**config.mk**
```make
export PLATFORM = sky130hd
export DESIGN_NAME = ptm_period_timer
export DESIGN_NICKNAME = d
export VERILOG_FILES = /design/src/hw/ptm_pkg.sv /design/src/hw/ptm_period_timer.sv /design/src/hw/ptm_rate_div.sv /design/src/hw/ptm_event_flag.sv
export SDC_FILE = /design/constraint.sdc
export NUM_CORES = 1
export LEC_CHECK = 0
export ABC_AREA = 1
export ABC_CLOCK_PERIOD_IN_PS = 3700
export BUFFER_PORTS_ARGS = -buffer_cell sky130_fd_sc_hd__buf_2
export CORE_MARGIN = 5
export CORE_UTILIZATION = 40
export DETAILED_ROUTE_END_ITERATION = 6
export SETUP_SLACK_MARGIN = 0.3
export SLEW_MARGIN = 10
export SYNTH_ARGS = -nofsm -noshare
export SYNTH_HDL_FRONTEND = slang
export SYNTH_SLANG_ARGS = --single-unit
```
**constraint.sdc**
```tcl
create_clock -name pclk -period 3.7 [get_ports pclk]
set_clock_uncertainty 0.2 [all_clocks]
set_input_delay 0.185 -clock pclk [delete_from_list [all_inputs] [get_ports pclk]]
set_output_delay 0.185 -clock pclk [all_outputs]
set_load 0.02 [all_outputs]
```
**src/hw/ptm_pkg.sv**
```systemverilog
// shared constants, register map and state types of the period timer
package ptm_pkg;

    // ************************************************************
    // clock and rates
    // ************************************************************
    localparam int unsigned PCLK_MHZ   = 250;      // oscillator rate seen as pclk
    localparam int unsigned FOSC_DIV   = 4;        // instruction rate is pclk / 4
    localparam int unsigned DIV_W      = 4;        // width of every scaler counter
    localparam logic [3:0]  INST_DIV_M1 = 4'(FOSC_DIV - 1);
    localparam logic [3:0]  PRE1_M1    = 4'h0;     // input divide 1
    localparam logic [3:0]  PRE4_M1    = 4'h3;     // input divide 4
    localparam logic [3:0]  PRE16_M1   = 4'hF;     // input divide 16

    // ************************************************************
    // register map (byte addresses)
    // ************************************************************
    localparam int unsigned ADDR_W         = 12;
    localparam logic [11:0] FLAG_OFS       = 12'h00C;  // peripheral_flag_reg
    localparam logic [11:0] ENABLE_OFS     = 12'h08C;  // peripheral_enable_reg
    localparam logic [11:0] COUNT_OFS      = 12'h010;  // slot_timer_count
    localparam logic [11:0] CONTROL_OFS    = 12'h014;  // slot_timer_control
    localparam logic [11:0] PERIOD_OFS     = 12'h018;  // period_match_value
    localparam int unsigned EVENT_BIT      = 1;        // period_event_flag / _enable
    localparam logic [7:0]  COUNT_RESET    = 8'h00;
    localparam logic [7:0]  PERIOD_RESET   = 8'hFF;
    localparam logic [6:0]  CONTROL_RESET  = 7'h00;

    // ************************************************************
    // types
    // ************************************************************
    // control register bits 6..0; bit 7 reads zero
    typedef struct packed {
        logic [3:0] match_divide_select;
        logic       slot_timer_run;
        logic [1:0] input_divide_select;
    } ptm_ctrl_s;

    typedef struct packed {
        logic [DIV_W-1:0] cnt;
    } ptm_div_state_s;

    typedef struct packed {
        logic flag;
        logic mask;
        logic irq;
    } ptm_event_state_s;

    typedef struct packed {
        ptm_ctrl_s   ctrl;
        logic [7:0]  count;
        logic [7:0]  period;
        logic        match;
        logic        pready;
        logic        pslverr;
        logic [31:0] prdata;
    } ptm_top_state_s;

endpackage : ptm_pkg

```
**src/hw/ptm_period_timer.sv**
```systemverilog
// apb period timer: prescaler, 8-bit counter with period match, postscaler
//
// The implementer's own choice: the APB slave port.
`timescale 1ns/1ps

// Overview of operation
// The count clock is pclk/4 divided again by 1, 4 or 16 as input_divide_select picks.
// The counter rises from zero until it equals the period value, then wraps to zero.
// The period register is read/write and resets to all ones.
// Software reads and writes the counter, and any reset clears it.
// Matches pass a 1..16 postscaler before setting the period event flag, bit 1.
// The timer counts only while the run bit, control bit 2, is one.
// Writing the counter or control, or reset, clears prescaler and postscaler.
// Writing the control register leaves the counter value as it was.
// The raw match pulse goes out as a shift clock source for the serial port.
// The count and the raw match are offered as a pwm time base.
// The event flag stays set until software writes zero to it.
module ptm_period_timer (
    input  wire logic                      pclk,
    input  wire logic                      presetn,
    input  wire logic                      psel,
    input  wire logic                      penable,
    input  wire logic                      pwrite,
    input  wire logic [ptm_pkg::ADDR_W-1:0] paddr,
    input  wire logic [31:0]               pwdata,
    output logic      [31:0]               prdata,
    output logic                           pready,
    output logic                           pslverr,
    output logic                           irq,
    output logic                           ser_shift_clk_pulse,
    output logic      [7:0]                pwm_timebase_count,
    output logic                           pwm_period_match
);
    ptm_pkg::ptm_top_state_s st_reg;
    ptm_pkg::ptm_top_state_s st_next;

    logic       setup_phase;
    logic       access_done;
    logic       wr_count;
    logic       wr_ctrl;
    logic       wr_period;
    logic       wr_flag;
    logic       wr_enable;
    logic       scaler_clr;
    logic       inst_tick;
    logic       pre_tick;
    logic       match_raw;
    logic       post_tick;
    logic       event_flag;
    logic       event_mask;
    logic [3:0] pre_ratio_m1;

    // ************************************************************
    // bus decode
    // ************************************************************
    // writes land only on the edge that completes the access phase
    assign setup_phase = psel && !penable;
    assign access_done = psel && penable && st_reg.pready;
    assign wr_count    = access_done && pwrite && (paddr == ptm_pkg::COUNT_OFS);
    assign wr_ctrl     = access_done && pwrite && (paddr == ptm_pkg::CONTROL_OFS);
    assign wr_period   = access_done && pwrite && (paddr == ptm_pkg::PERIOD_OFS);
    assign wr_flag     = access_done && pwrite && (paddr == ptm_pkg::FLAG_OFS);
    assign wr_enable   = access_done && pwrite && (paddr == ptm_pkg::ENABLE_OFS);

    // counter or control writes restart both scalers
    assign scaler_clr = wr_count || wr_ctrl;

    // ************************************************************
    // clock chain
    // ************************************************************
    // instruction rate enable, free running so writes do not skew it
    ptm_rate_div u_inst_div (
        .pclk     (pclk),
        .presetn  (presetn),
        .en       (1'b1),
        .clr      (1'b0),
        .ratio_m1 (ptm_pkg::INST_DIV_M1),
        .tick     (inst_tick)
    );

    // prescale select: 00 -> 1, 01 -> 4, 1x -> 16
    always_comb begin
        if (st_reg.ctrl.input_divide_select[1]) begin
            pre_ratio_m1 = ptm_pkg::PRE16_M1;
        end else if (st_reg.ctrl.input_divide_select[0]) begin
            pre_ratio_m1 = ptm_pkg::PRE4_M1;
        end else begin
            pre_ratio_m1 = ptm_pkg::PRE1_M1;
        end
    end

    // gating the prescaler halts prescaler, counter and postscaler while the run bit is low
    ptm_rate_div u_prescaler (
        .pclk     (pclk),
        .presetn  (presetn),
        .en       (inst_tick && st_reg.ctrl.slot_timer_run),
        .clr      (scaler_clr),
        .ratio_m1 (pre_ratio_m1),
        .tick     (pre_tick)
    );

    // a counter write in the same cycle wins and suppresses the match
    assign match_raw = pre_tick && !wr_count && (st_reg.count == st_reg.period);

    ptm_rate_div u_postscaler (
        .pclk     (pclk),
        .presetn  (presetn),
        .en       (match_raw),
        .clr      (scaler_clr),
        .ratio_m1 (st_reg.ctrl.match_divide_select),
        .tick     (post_tick)
    );

    // ************************************************************
    // event flag and interrupt
    // ************************************************************
    ptm_event_flag u_event (
        .pclk       (pclk),
        .presetn    (presetn),
        .set_pulse  (post_tick),
        .flag_wr    (wr_flag),
        .flag_wdata (pwdata[ptm_pkg::EVENT_BIT]),
        .mask_wr    (wr_enable),
        .mask_wdata (pwdata[ptm_pkg::EVENT_BIT]),
        .flag       (event_flag),
        .mask       (event_mask),
        .irq        (irq)
    );

    // ************************************************************
    // next state
    // ************************************************************
    always_comb begin
        st_next         = st_reg;
        st_next.match   = match_raw;
        st_next.pready  = 1'b0;
        st_next.pslverr = 1'b0;

        // counter: software write first, then wrap on match, else count up
        if (wr_count) begin
            st_next.count = pwdata[7:0];
        end else if (match_raw) begin
            st_next.count = ptm_pkg::COUNT_RESET;
        end else if (pre_tick) begin
            st_next.count = st_reg.count + 8'h01;
        end

        // control write sets the control bits and restarts both scalers, never the count
        if (wr_ctrl) begin
            st_next.ctrl = ptm_pkg::ptm_ctrl_s'(pwdata[6:0]);
        end
        if (wr_period) begin
            st_next.period = pwdata[7:0];
        end

        // answer one cycle after setup; read data captured at setup
        if (setup_phase) begin
            st_next.pready = 1'b1;
            st_next.prdata = 32'h0000_0000;
            if (paddr == ptm_pkg::FLAG_OFS) begin
                st_next.prdata[ptm_pkg::EVENT_BIT] = event_flag;
            end else if (paddr == ptm_pkg::ENABLE_OFS) begin
                st_next.prdata[ptm_pkg::EVENT_BIT] = event_mask;
            end else if (paddr == ptm_pkg::COUNT_OFS) begin
                st_next.prdata[7:0] = st_reg.count;
            end else if (paddr == ptm_pkg::CONTROL_OFS) begin
                st_next.prdata[6:0] = st_reg.ctrl;
            end else if (paddr == ptm_pkg::PERIOD_OFS) begin
                st_next.prdata[7:0] = st_reg.period;
            end else begin
                st_next.pslverr = 1'b1;                         // unmapped
            end
        end
    end

    // ************************************************************
    // state register
    // ************************************************************
    always_ff @(posedge pclk or negedge presetn) begin
        if (!presetn) begin
            st_reg         <= '0;
            st_reg.count   <= ptm_pkg::COUNT_RESET;
            st_reg.period  <= ptm_pkg::PERIOD_RESET;
            st_reg.ctrl    <= ptm_pkg::CONTROL_RESET;
        end else begin
            st_reg <= st_next;
        end
    end

    // outputs straight from the state flops
    assign prdata              = st_reg.prdata;
    assign pready              = st_reg.pready;
    assign pslverr             = st_reg.pslverr;
    assign ser_shift_clk_pulse = st_reg.match;
    assign pwm_period_match    = st_reg.match;
    assign pwm_timebase_count  = st_reg.count;
endmodule : ptm_period_timer

```
**src/hw/ptm_rate_div.sv**
```systemverilog
// divide-by-n enable generator with synchronous clear
`timescale 1ns/1ps
module ptm_rate_div (
    input  wire logic                    pclk,
    input  wire logic                    presetn,
    input  wire logic                    en,
    input  wire logic                    clr,
    input  wire logic [ptm_pkg::DIV_W-1:0] ratio_m1,
    output logic                         tick
);
    ptm_pkg::ptm_div_state_s st_reg;
    ptm_pkg::ptm_div_state_s st_next;

    // ************************************************************
    // counter
    // ************************************************************
    // one tick every ratio_m1+1 enabled cycles
    assign tick = en && !clr && (st_reg.cnt == ratio_m1);

    // clear wins over counting so a write restarts the ratio cleanly
    always_comb begin
        st_next = st_reg;
        if (clr) begin
            st_next.cnt = '0;
        end else if (en) begin
            st_next.cnt = tick ? '0 : st_reg.cnt + 4'h1;
        end
    end

    always_ff @(posedge pclk or negedge presetn) begin
        if (!presetn) begin
            st_reg <= '0;
        end else begin
            st_reg <= st_next;
        end
    end
endmodule : ptm_rate_div

```
**src/hw/ptm_event_flag.sv**
```systemverilog
// sticky period event flag, its enable and the interrupt level
`timescale 1ns/1ps
module ptm_event_flag (
    input  wire logic pclk,
    input  wire logic presetn,
    input  wire logic set_pulse,
    input  wire logic flag_wr,
    input  wire logic flag_wdata,
    input  wire logic mask_wr,
    input  wire logic mask_wdata,
    output logic      flag,
    output logic      mask,
    output logic      irq
);
    ptm_pkg::ptm_event_state_s st_reg;
    ptm_pkg::ptm_event_state_s st_next;

    // ************************************************************
    // flag and mask
    // ************************************************************
    // a hardware set in the write cycle wins so no event is lost
    always_comb begin
        st_next = st_reg;
        if (flag_wr) begin
            st_next.flag = flag_wdata;
        end
        if (set_pulse) begin
            st_next.flag = 1'b1;
        end
        if (mask_wr) begin
            st_next.mask = mask_wdata;
        end
        st_next.irq = st_next.flag && st_next.mask;
    end

    always_ff @(posedge pclk or negedge presetn) begin
        if (!presetn) begin
            st_reg <= '0;
        end else begin
            st_reg <= st_next;
        end
    end

    assign flag = st_reg.flag;
    assign mask = st_reg.mask;
    assign irq  = st_reg.irq;
endmodule : ptm_event_flag

```
### After elaboration in Yosys (flattened, before gate mapping)

Index checks and enable logic that the tools add are counted.

* bits of input ports: 49
* output and inout port bits: 45
* register bits after elaboration: 49
* word-level logic and storage cells: 83

* multiplexer cells: 31
* equal/unequal tests: 9
* add/subtract/negate cells: 4
* reductions and logical operators: 24

Operators with widths (count)
* two-way mux 8 bit: 5
* equality test 12 x 5 -> 1 bit (second input constant): 3
* two-way mux 34 bit: 1
* two-way mux 4 bit: 8
* logical AND 1 bit: 17
* two-way mux 1 bit: 13
* adder 4 x 1 -> 4 bit (second input constant): 3
* equality test 12 x 4 -> 1 bit (second input constant): 1
* equality test 12 x 8 -> 1 bit (second input constant): 1
* two-way mux 6 bit: 2
* adder 8 x 1 -> 8 bit (second input constant): 1
* equality test 4 bit: 2
* equality test 8 bit: 1
* two-way mux 7 bit: 1
* equality test 4 x 2 -> 1 bit (second input constant): 1
* nonzero test 2 bit: 2
* zero test 1 bit: 3
* nonzero test 3 bit: 1
* two-way mux 2 bit: 1
* logical OR 1 bit: 1

### Longest topological paths before layout

Gate-level depths: netlist of run 1.

* word-level depth: 15
* gate-level depth with buffers: 10
* gate-level depth less buffers: 10

### Hierarchy

A second synthesis of run 1 with hierarchy kept.

* cells, all modules: 496
* area, all modules: 3470.8 um2

Modules (own cells, without submodules)
* ptm_period_timer: times used 1, cells an instance 322, sequential area each 860.8 um2, area an instance 2406.1 um2
* ptm_rate_div: times used 3, cells an instance 52, sequential area each 100.1 um2, area an instance 307.8 um2
* ptm_event_flag: times used 1, cells an instance 18, sequential area each 75.1 um2, area an instance 141.4 um2

### Worst setup path after synthesis of run 1

OpenSTA, ideal clock, no wires.

* path kind: register -> register
* start point: reg st_reg (netlist bit pready)
* end point: reg st_reg (netlist bit pwm_timebase_count[0])
* period minus slack after synthesis: 1704 ps
* data arrival time: 1379 ps
* library setup time: 125 ps
* data required time: 3375 ps
* stages on the path, launching flop included: 9
* path buffers: 1
* path slack: 1996 ps
* cells stage by stage: dfrtp_1 nand4_1 inv_1 nand3_4 nand3_4 nor2_4 buf_6 nand3b_1 nand3_1

* cells in the longest elaborated chain, start to end: 11
* elaborated cells on any way between the ends: 14
* those cells by class: mux (2); reduce/logical (12)

RTL lines
* from (decl): RTL line ptm_period_timer.sv:34 `ptm_pkg::ptm_top_state_s st_reg;`
* from (signal assigned): RTL line ptm_period_timer.sv:186 `st_reg <= st_next;`
* logical AND 1 bit (*): RTL line ptm_period_timer.sv:58 `assign access_done = psel && penable && st_reg.pready;`
* logical AND 1 bit (*): RTL line ptm_period_timer.sv:59, ptm_period_timer.sv:60
* logical AND 1 bit, on equally long branches: RTL line ptm_period_timer.sv:59, ptm_period_timer.sv:60
* logical OR 1 bit: RTL line ptm_period_timer.sv:66 `assign scaler_clr = wr_count || wr_ctrl;`
* zero test 1 bit: RTL line ptm_rate_div.sv:18 `assign tick = en && !clr && (st_reg.cnt == ratio_m1);`
* logical AND 1 bit (2 in a row): RTL line ptm_rate_div.sv:18
* logical AND 1 bit (2 in a row): RTL line ptm_period_timer.sv:103 `assign match_raw = pre_tick && !wr_count && (st_reg.count == st_reg.period);`
* two-way mux 8 bit: RTL line ptm_period_timer.sv:142 `end else if (match_raw) begin`
* two-way mux 8 bit: RTL line ptm_period_timer.sv:140 `if (wr_count) begin`

Mark *: on every way between the ends. The rest lies on a longest branch, timed or not.
A chain may end at the register's enable or synchronous reset.

### Worst setup path in the final report of run 1

* start point: in paddr[6] (netlist bit)
* end point: reg u_prescaler.st_reg[3] (netlist bit)

* cells in the longest elaborated chain, start to end: 9
* elaborated cells on any way between the ends: 12
* those cells by class: eq/ne (2); mux (3); reduce/logical (7)

RTL lines
* from (decl): RTL line ptm_period_timer.sv:24 `input wire logic [ptm_pkg::ADDR_W-1:0] paddr,`
* equality test 12 x 5 -> 1 bit, on equally long branches: RTL line ptm_period_timer.sv:59, ptm_period_timer.sv:60
* logical AND 1 bit, on equally long branches: RTL line ptm_period_timer.sv:59, ptm_period_timer.sv:60
* logical OR 1 bit (*): RTL line ptm_period_timer.sv:66
* zero test 1 bit: RTL line ptm_rate_div.sv:18
* logical AND 1 bit (2 in a row): RTL line ptm_rate_div.sv:18
* two-way mux 4 bit: RTL line ptm_rate_div.sv:26 `st_next.cnt = tick ? '0 : st_reg.cnt + 4'h1;`
* two-way mux 4 bit: RTL line ptm_rate_div.sv:25 `end else if (en) begin`
* two-way mux 4 bit: RTL line ptm_rate_div.sv:23 `if (clr) begin`
* to (signal assigned): RTL line ptm_rate_div.sv:34 `st_reg <= st_next;`
* to (decl): RTL line ptm_rate_div.sv:11 `ptm_pkg::ptm_div_state_s st_reg;`

Mark *: on every way between the ends. The rest lies on a longest branch, timed or not. The select of a mux whose other input is x is not followed.

==> metrics.txt, run 1 <==
sw frac 0.2420; Detailed Place HPWL 5.361 mm; fin crit share 0.5712; critical path type in -> reg; asr flop ratio synth 1.000; DRT iter0 DRCs 87; Simple-Gate Fraction of Synth Area 0.3210; Cell Area, Synth 3169 um2; initial cell density of the core 0.4101; CP endpoint kind flop; Post-Route WL 7.120 mm; CP cell instances dlygate4sd3_1, buf_2, nor2_2, nand2_4, nor3_4, nand2_1, o21ai_1, inv_2, nand2_1, o22ai_1; CORE AREA 7727 um2; wire length per cell 13.46 um; drt first pass iters 6; maxcap violations 0; Synth Area in XOR/XNOR 0.06080; Worst-Margin Slew 0.7436 ns; Slowest cell on crit path dlygate4sd3_1; Avg Inst Size Synth 8.232 um2; Slew Viols, Final 0; initial antenna violation count 0; Pwr per Cell Area 287.1 nW/um2; f_max 473.2 MHz; register share of total power 0.534; Site Rows 32; RSZ-0062 raised after global routing no; Die ar. 9803 um2; WP data arrival 2.11 ns; Worst-Skew Late Latency 0.31 ns; most frequent cell after synthesis nand2_1; switching power 243.5 uW; Leakage 0.001890 uW; max_slew headroom 0.5043; I/O pin total 94; Compound-Gate Fraction of Synth Area 0.05409; Antenna Nets Post-Route 0; GPL Wtd Cong 0.8339; EDFF count, synth 0; TritonCTS clock tree built; FF+latch count, synth 49; final setup vio count 0; Root Buffer clkbuf_8; Post-synth top cells nand2_1 (80), nand3_1 (45), buf_4 (41), dfrtp_1 (41), inv_1 (30); cts repair resizes 0; Data required, critical path 3.70 ns; Fin. Hold Viols 0; Vias per Instance 4.824; status complete, no violations; crit-path max FO 8; DR vias 2552; clk buf depth 2; Num CTS Buffers 5; PortBufs 45; clock share of power 0.379; first-pass GRT wire length 11.83 mm; Mapped Cells 385; Area Overhead vs Synth 10.62%; Setup crit start kind input pin; Synth Flop Type dfrtp_1; post-synth cell types 38; Post-route DRC 0; combinational group share of total power 0.087; number of nets in the layout 479; pin count of the biggest net entering global routing 34; Int Pwr 762.9 uW; Synth area leader dfrtp_1; gr ovfl total 0; overall die width 99.01 um; crit path time final 2.113 ns; sequential fraction of the synthesis area 0.3901; flip-flop count of the largest register after layout 15; ANT cells 0; FILL cells 767; share of cells above drive strength 1 0.2225; Crit path largest cell delay 0.53 ns; gr usage total 0.1482; CP most frequent cell nand2_1; TNS Setup 0 ns; htree depth 2; Worst-path clk slew 0.09 ns; post-synthesis mux area share 0.003553; Die H 99.01 um; vias in the first global route 2546; synthesis warning total 0; worst min path class in -> reg; Post-Synth Adder-Cell Area 0.01579; peak supply drop 181.4 uV; CTS Sinks 49; Area contributors post-synth dfrtp_1 (32%), buf_4 (9.7%), nand2_1 (9.5%), nand3_1 (7.1%), dfstp_2 (6.6%); Synth top area share 0.3237; Final Core Density 0.4537; largest family of logic cells by synthesized area simple AND/OR/NAND/NOR gates
==> worst paths after layout <==
| path | from | to | slack (ns) | cells past startpoint |
|---|---|---|---|---|
| worst min-delay path | psel | prdata[0]$_DFFE_PN0P_ | 0.08 | 5 |
| min in group asynchronous | presetn | u_inst_div.st_reg[0]$_DFF_PN0_ | 0.26 | 2 |
| worst min register to register | u_inst_div.st_reg[0]$_DFF_PN0_ | u_inst_div.st_reg[0]$_DFF_PN0_ | 0.27 | 1 |
| worst max register to register | pready$_DFF_PN0_ | u_postscaler.st_reg[3]$_DFFE_PN0P_ | 1.72 | 8 |
| worst max-delay path | paddr[6] | u_prescaler.st_reg[3]$_DFFE_PN0P_ | 1.59 | 10 |
| max in group asynchronous | presetn | st_reg[42]$_DFFE_PN1P_ | 2.26 | 3 |
==> power groups by stage <==
stage,sequential (uW),clock [uW],combinational [uW]
2_1_floorplan,549,0,60.8
3_3_place_gp,547,0,77.0
3_5_place_dp,548,0,77.8
4_1_cts,537,398,88.3
5_1_grt,538,419,97.5
6_report,537,381,87.8
==> timing repair <==
action | 4_1_cts | 5_1_grt
endpoints found under the hold margin | 52 | 0
hold buffers | 13 | 0
setup buffers | 0 | 0
==> cells by family (layout without fill, tap and decap cells) <==
family,count (synthesis),after routing
compound gates,33,33
xor+xnor,22,22
fa+ha+maj,4,4
buf+inv,85,104
flops,49,49
mux,1,1
other cells,1,24
simple gates,190,190
==> per-stage QoR <==
stage               total power, uW  setup slack [ns]  cell area, um2  cells  hold WS [ns]
floorplan                     610.0             1.996            3256    408       -0.3106
global placement              624.5             1.731            3268    508       0.09736
detailed placement            625.4             1.710            3268    508       0.09764
CTS                            1023             1.593            3506    529       0.08496
global route                   1054             1.471            3506    529        0.1242
finish                         1006             1.587            3506    529       0.08493
==> routing by layer <==
layer,GRT usage,routed length [um],vias to the layer above
met3,0.02760,328,13
li1,-,-,1270
met4,0.05777,143,0
met2,0.2526,3376,55
met5,0,0,-
met1,0.1849,3271,1214
==> layout make-up <==
class,instances,area [um2],area share
repair buffers,59,362.8,0.1035
well taps,102,127.6,0.03640
inverters,37,138.9,0.03961
clock buffers,6,72.57,0.02070
clock inverters,2,35.03,0.009993
multi-input cells,274,1533,0.4372
flip-flops and latches,49,1236,0.3526
==> critical path, delay by kind of cell <==
| family | cells | cell delay (ns) |
|---|---|---|
| buffers and inverters | 3 | 0.78 |
| AND/OR/NAND/NOR | 5 | 0.88 |
| AO/OA/AOI/OAI | 2 | 0.24 |
==> placed cells by master, fill, tap and decap left out, types with 2 or more instances in the layout <==
cell            n
xnor2_1         2
nand2_4         3
nand3_4         3
o22ai_1         2
buf_2          45
nand3b_1        6
nor2_4          7
clkbuf_8        5
a21oi_1         5
inv_1          30
dfstp_2         8
nand2_1        80
nand3_1        45
nor2_1         15
o21ai_1        10
conb_1         24
xor2_1         20
ha_1            4
inv_2           6
dlygate4sd3_1  13
nand2_2         4
dfrtp_1        41
nor2_2          6
nand4_1        14
o21ai_0        14
No activity file was read; power rests on OpenSTA's default activity.
==> run 2, diff against run 1 <==
--- a/config.mk
+++ b/config.mk
@@ -6,7 +6,7 @@
 export NUM_CORES = 1
 export LEC_CHECK = 0
 export ABC_AREA = 1
-export ABC_CLOCK_PERIOD_IN_PS = 3700
+export ABC_CLOCK_PERIOD_IN_PS = 1950
 export BUFFER_PORTS_ARGS = -buffer_cell sky130_fd_sc_hd__buf_2
 export CORE_MARGIN = 5
 export CORE_UTILIZATION = 40
==> constraint.sdc (replaced) <==
create_clock -name pclk -period 1.95 [get_ports pclk]
set_clock_uncertainty 0.2 [all_clocks]
set_input_delay 0.0975 -clock pclk [delete_from_list [all_inputs] [get_ports pclk]]
set_output_delay 0.0975 -clock pclk [all_outputs]
set_load 0.02 [all_outputs]
==> run 2 against run 1 <==
  * Via count increased by 3.9%
  * Largest power group unchanged
  * Combinational power increased by 94%
  * Power increased by 77%
==> metrics.txt, run 2 (same netlist as run 1, synthesis figures left out) <==
clk buf depth 2 (unchanged); crit path time final 1.714 ns; CTS Sinks 49 (unchanged); Worst R2R Start st_reg[40]$_DFFE_PN1P_; DR vias 2651 (+3.9%); share of cells above drive strength 1 0.3137 (+0.09124); clock share of power 0.333 (-0.046); CORE AREA 7727 um2 (unchanged); switching power 465.9 uW (+91%); Antenna Nets Post-Route 0 (unchanged); Worst-Margin Slew 0.6373 ns (-0.1063 ns); peak supply drop 257.7 uV (+42%); final setup vio count 0 (unchanged); Setup WS post-layout 0.2355 ns (-1.351 ns); ANT cells 0 (unchanged); overall die width 99.01 um (unchanged); global-route met1 utilization 0.1994 (+0.01449); commonest non-fill, non-tap cell in the layout nand2_1; Worst setup endpoint pwm_timebase_count[1]$_DFFE_PN0P_; Setup crit start kind flop; TritonCTS clock tree built; critical path type reg -> reg; Die ar. 9803 um2 (unchanged); fin crit share 0.8792; vias in the first global route 2657 (+4.4%); Worst-Skew Late Latency 0.30 ns (about the same); most frequent cells in the layout nand2_1 (79), buf_2 (45), dfrtp_1 (39), nand3_1 (38), buf_4 (33); Post-route DRC 0 (unchanged); Die H 99.01 um (unchanged); htree depth 2 (unchanged); TNS Setup 0 ns (unchanged); maxcap violations 0 (unchanged); R2R Path End pwm_timebase_count[1]$_DFFE_PN0P_; worst min path class in -> reg; flip-flop count of the largest register after layout 15 (unchanged); worst hold start psel; Num CTS Buffers 5 (unchanged); crit-path max FO 6 (-2); Fin. Hold Viols 0 (unchanged); depth of the most critical reg-to-reg path 7 (-1); register share of total power 0.571 (+0.037); sw frac 0.2611 (+0.01911); Vias per Instance 4.725 (-2.0%); Data required, critical path 1.95 ns (-1.75 ns); Post-Route WL 7.450 mm (+4.6%); max_slew headroom 0.5751 (+0.07089); initial cell density of the core 0.4101 (unchanged); initial antenna violation count 0 (unchanged); PortBufs 45 (unchanged); FILL cells 750 (-2.2%); Worst-path clk slew 0.10 ns (about the same); Site Rows 32 (unchanged); DRT iter0 DRCs 75 (-14%); gr usage total 0.1562 (+0.007973); first-pass GRT wire length 12.52 mm (+5.8%); wire length per cell 13.28 um (-1.3%); I/O pin total 94 (unchanged); GPL Wtd Cong 0.8106 (-2.8%); RSZ-0062 raised after global routing yes; Most Crowded Layer GR met2; Detailed Place HPWL 5.403 mm (+0.78%); Root Buffer clkbuf_8; Area Overhead vs Synth 20.21%; f_max 583.3 MHz; Leakage 0.002066 uW (+9.3%); number of nets in the layout 511 (+6.7%); combinational group share of total power 0.095 (+0.008); met3 Resource Use GR 0.02902 (+0.001415); hold_ws 0.003451 ns (-0.08148 ns); CP endpoint kind flop; worst reg-to-reg setup slack 0.24 ns (-1.48 ns); Pwr per Cell Area 468.4 nW/um2 (+63%); pin count of the biggest net entering global routing 50 (+47%); pre-CTS setup slack 0.08692 ns (-1.623 ns); status complete, no violations; drt first pass iters 4 (-2); met2 Use GR 0.2603 (+0.007748); worst setup path start st_reg[40]$_DFFE_PN1P_; Slew Viols, Final 0 (unchanged); Int Pwr 1319 uW (+73%); WP data arrival 1.71 ns (-0.40 ns); gr ovfl total 0 (unchanged)
-- run 2: what timing repair did --
item / CTS / global route
pin swaps: 10 / 14
endpoints found under the hold margin: 68 / 0
buffers inserted: 10 / 11
hold buffers: 12 / 0
gates resized for setup: 11 / 8
setup endpoints to repair: 18 / 19
gates cloned: 0 / 0
-- run 2: per-stage QoR --
step           area, um2    util  total power, uW  std cells
5_1_grt             3810  0.4930             1868        561
6_report            3810  0.4930             1785        561
3_3_place_gp        3371  0.4362             1188        520
4_1_cts             3694  0.4780             1806        550
2_1_floorplan       3256       -             1157        408
3_5_place_dp        3371  0.4362             1189        520
-- run 2: final cells by class --
cell class	count	area, um2	area share
flip-flops and latches	49	1239	0.3251
inverters	37	138.9	0.03645
clock buffers	6	72.57	0.01905
clock inverters	2	10.01	0.002627
multi-input cells	274	1609	0.4223
repair buffers	91	613.1	0.1609
well taps	102	127.6	0.03350
-- run 2: worst min path at each step --
stage                                     end  cells after the start  slack (ns)
3_5_place_dp   u_inst_div.st_reg[2]$_DFF_PN0_                      2        0.04
5_1_grt                      pready$_DFF_PN0_                      4        0.02
6_report                     pready$_DFF_PN0_                      4       0.003
3_3_place_gp   u_inst_div.st_reg[1]$_DFF_PN0_                      2        0.05
2_1_floorplan           prdata[0]$_DFFE_PN0P_                      0       -0.40
4_1_cts                      pready$_DFF_PN0_                      4       0.005
-- run 2: layer usage --
metal,vias up,share of wire
met4,0,0.016
met2,67,0.49
met3,8,0.049
li1,1333,-
met1,1243,0.44
met5,-,0
-- run 2: power by group through the flow --
| stage | Clock [uW] | Combinational (uW) | Sequential, uW |
|---|---|---|---|
| 4_1_cts | 618 | 169 | 1020 |
| 2_1_floorplan | 0 | 115 | 1040 |
| 3_5_place_dp | 0 | 150 | 1040 |
| 3_3_place_gp | 0 | 149 | 1040 |
| 5_1_grt | 659 | 189 | 1020 |
| 6_report | 595 | 170 | 1020 |
-- run 2: worst max-delay path: stages (launching register included) --
cell,delay (ns)
dfstp_2,0.56
xor2_1,0.07
nor2_1,0.13
nand2_1,0.10
nor2_4,0.24
buf_4,0.16
nand3b_2,0.11
nand3_2,0.06
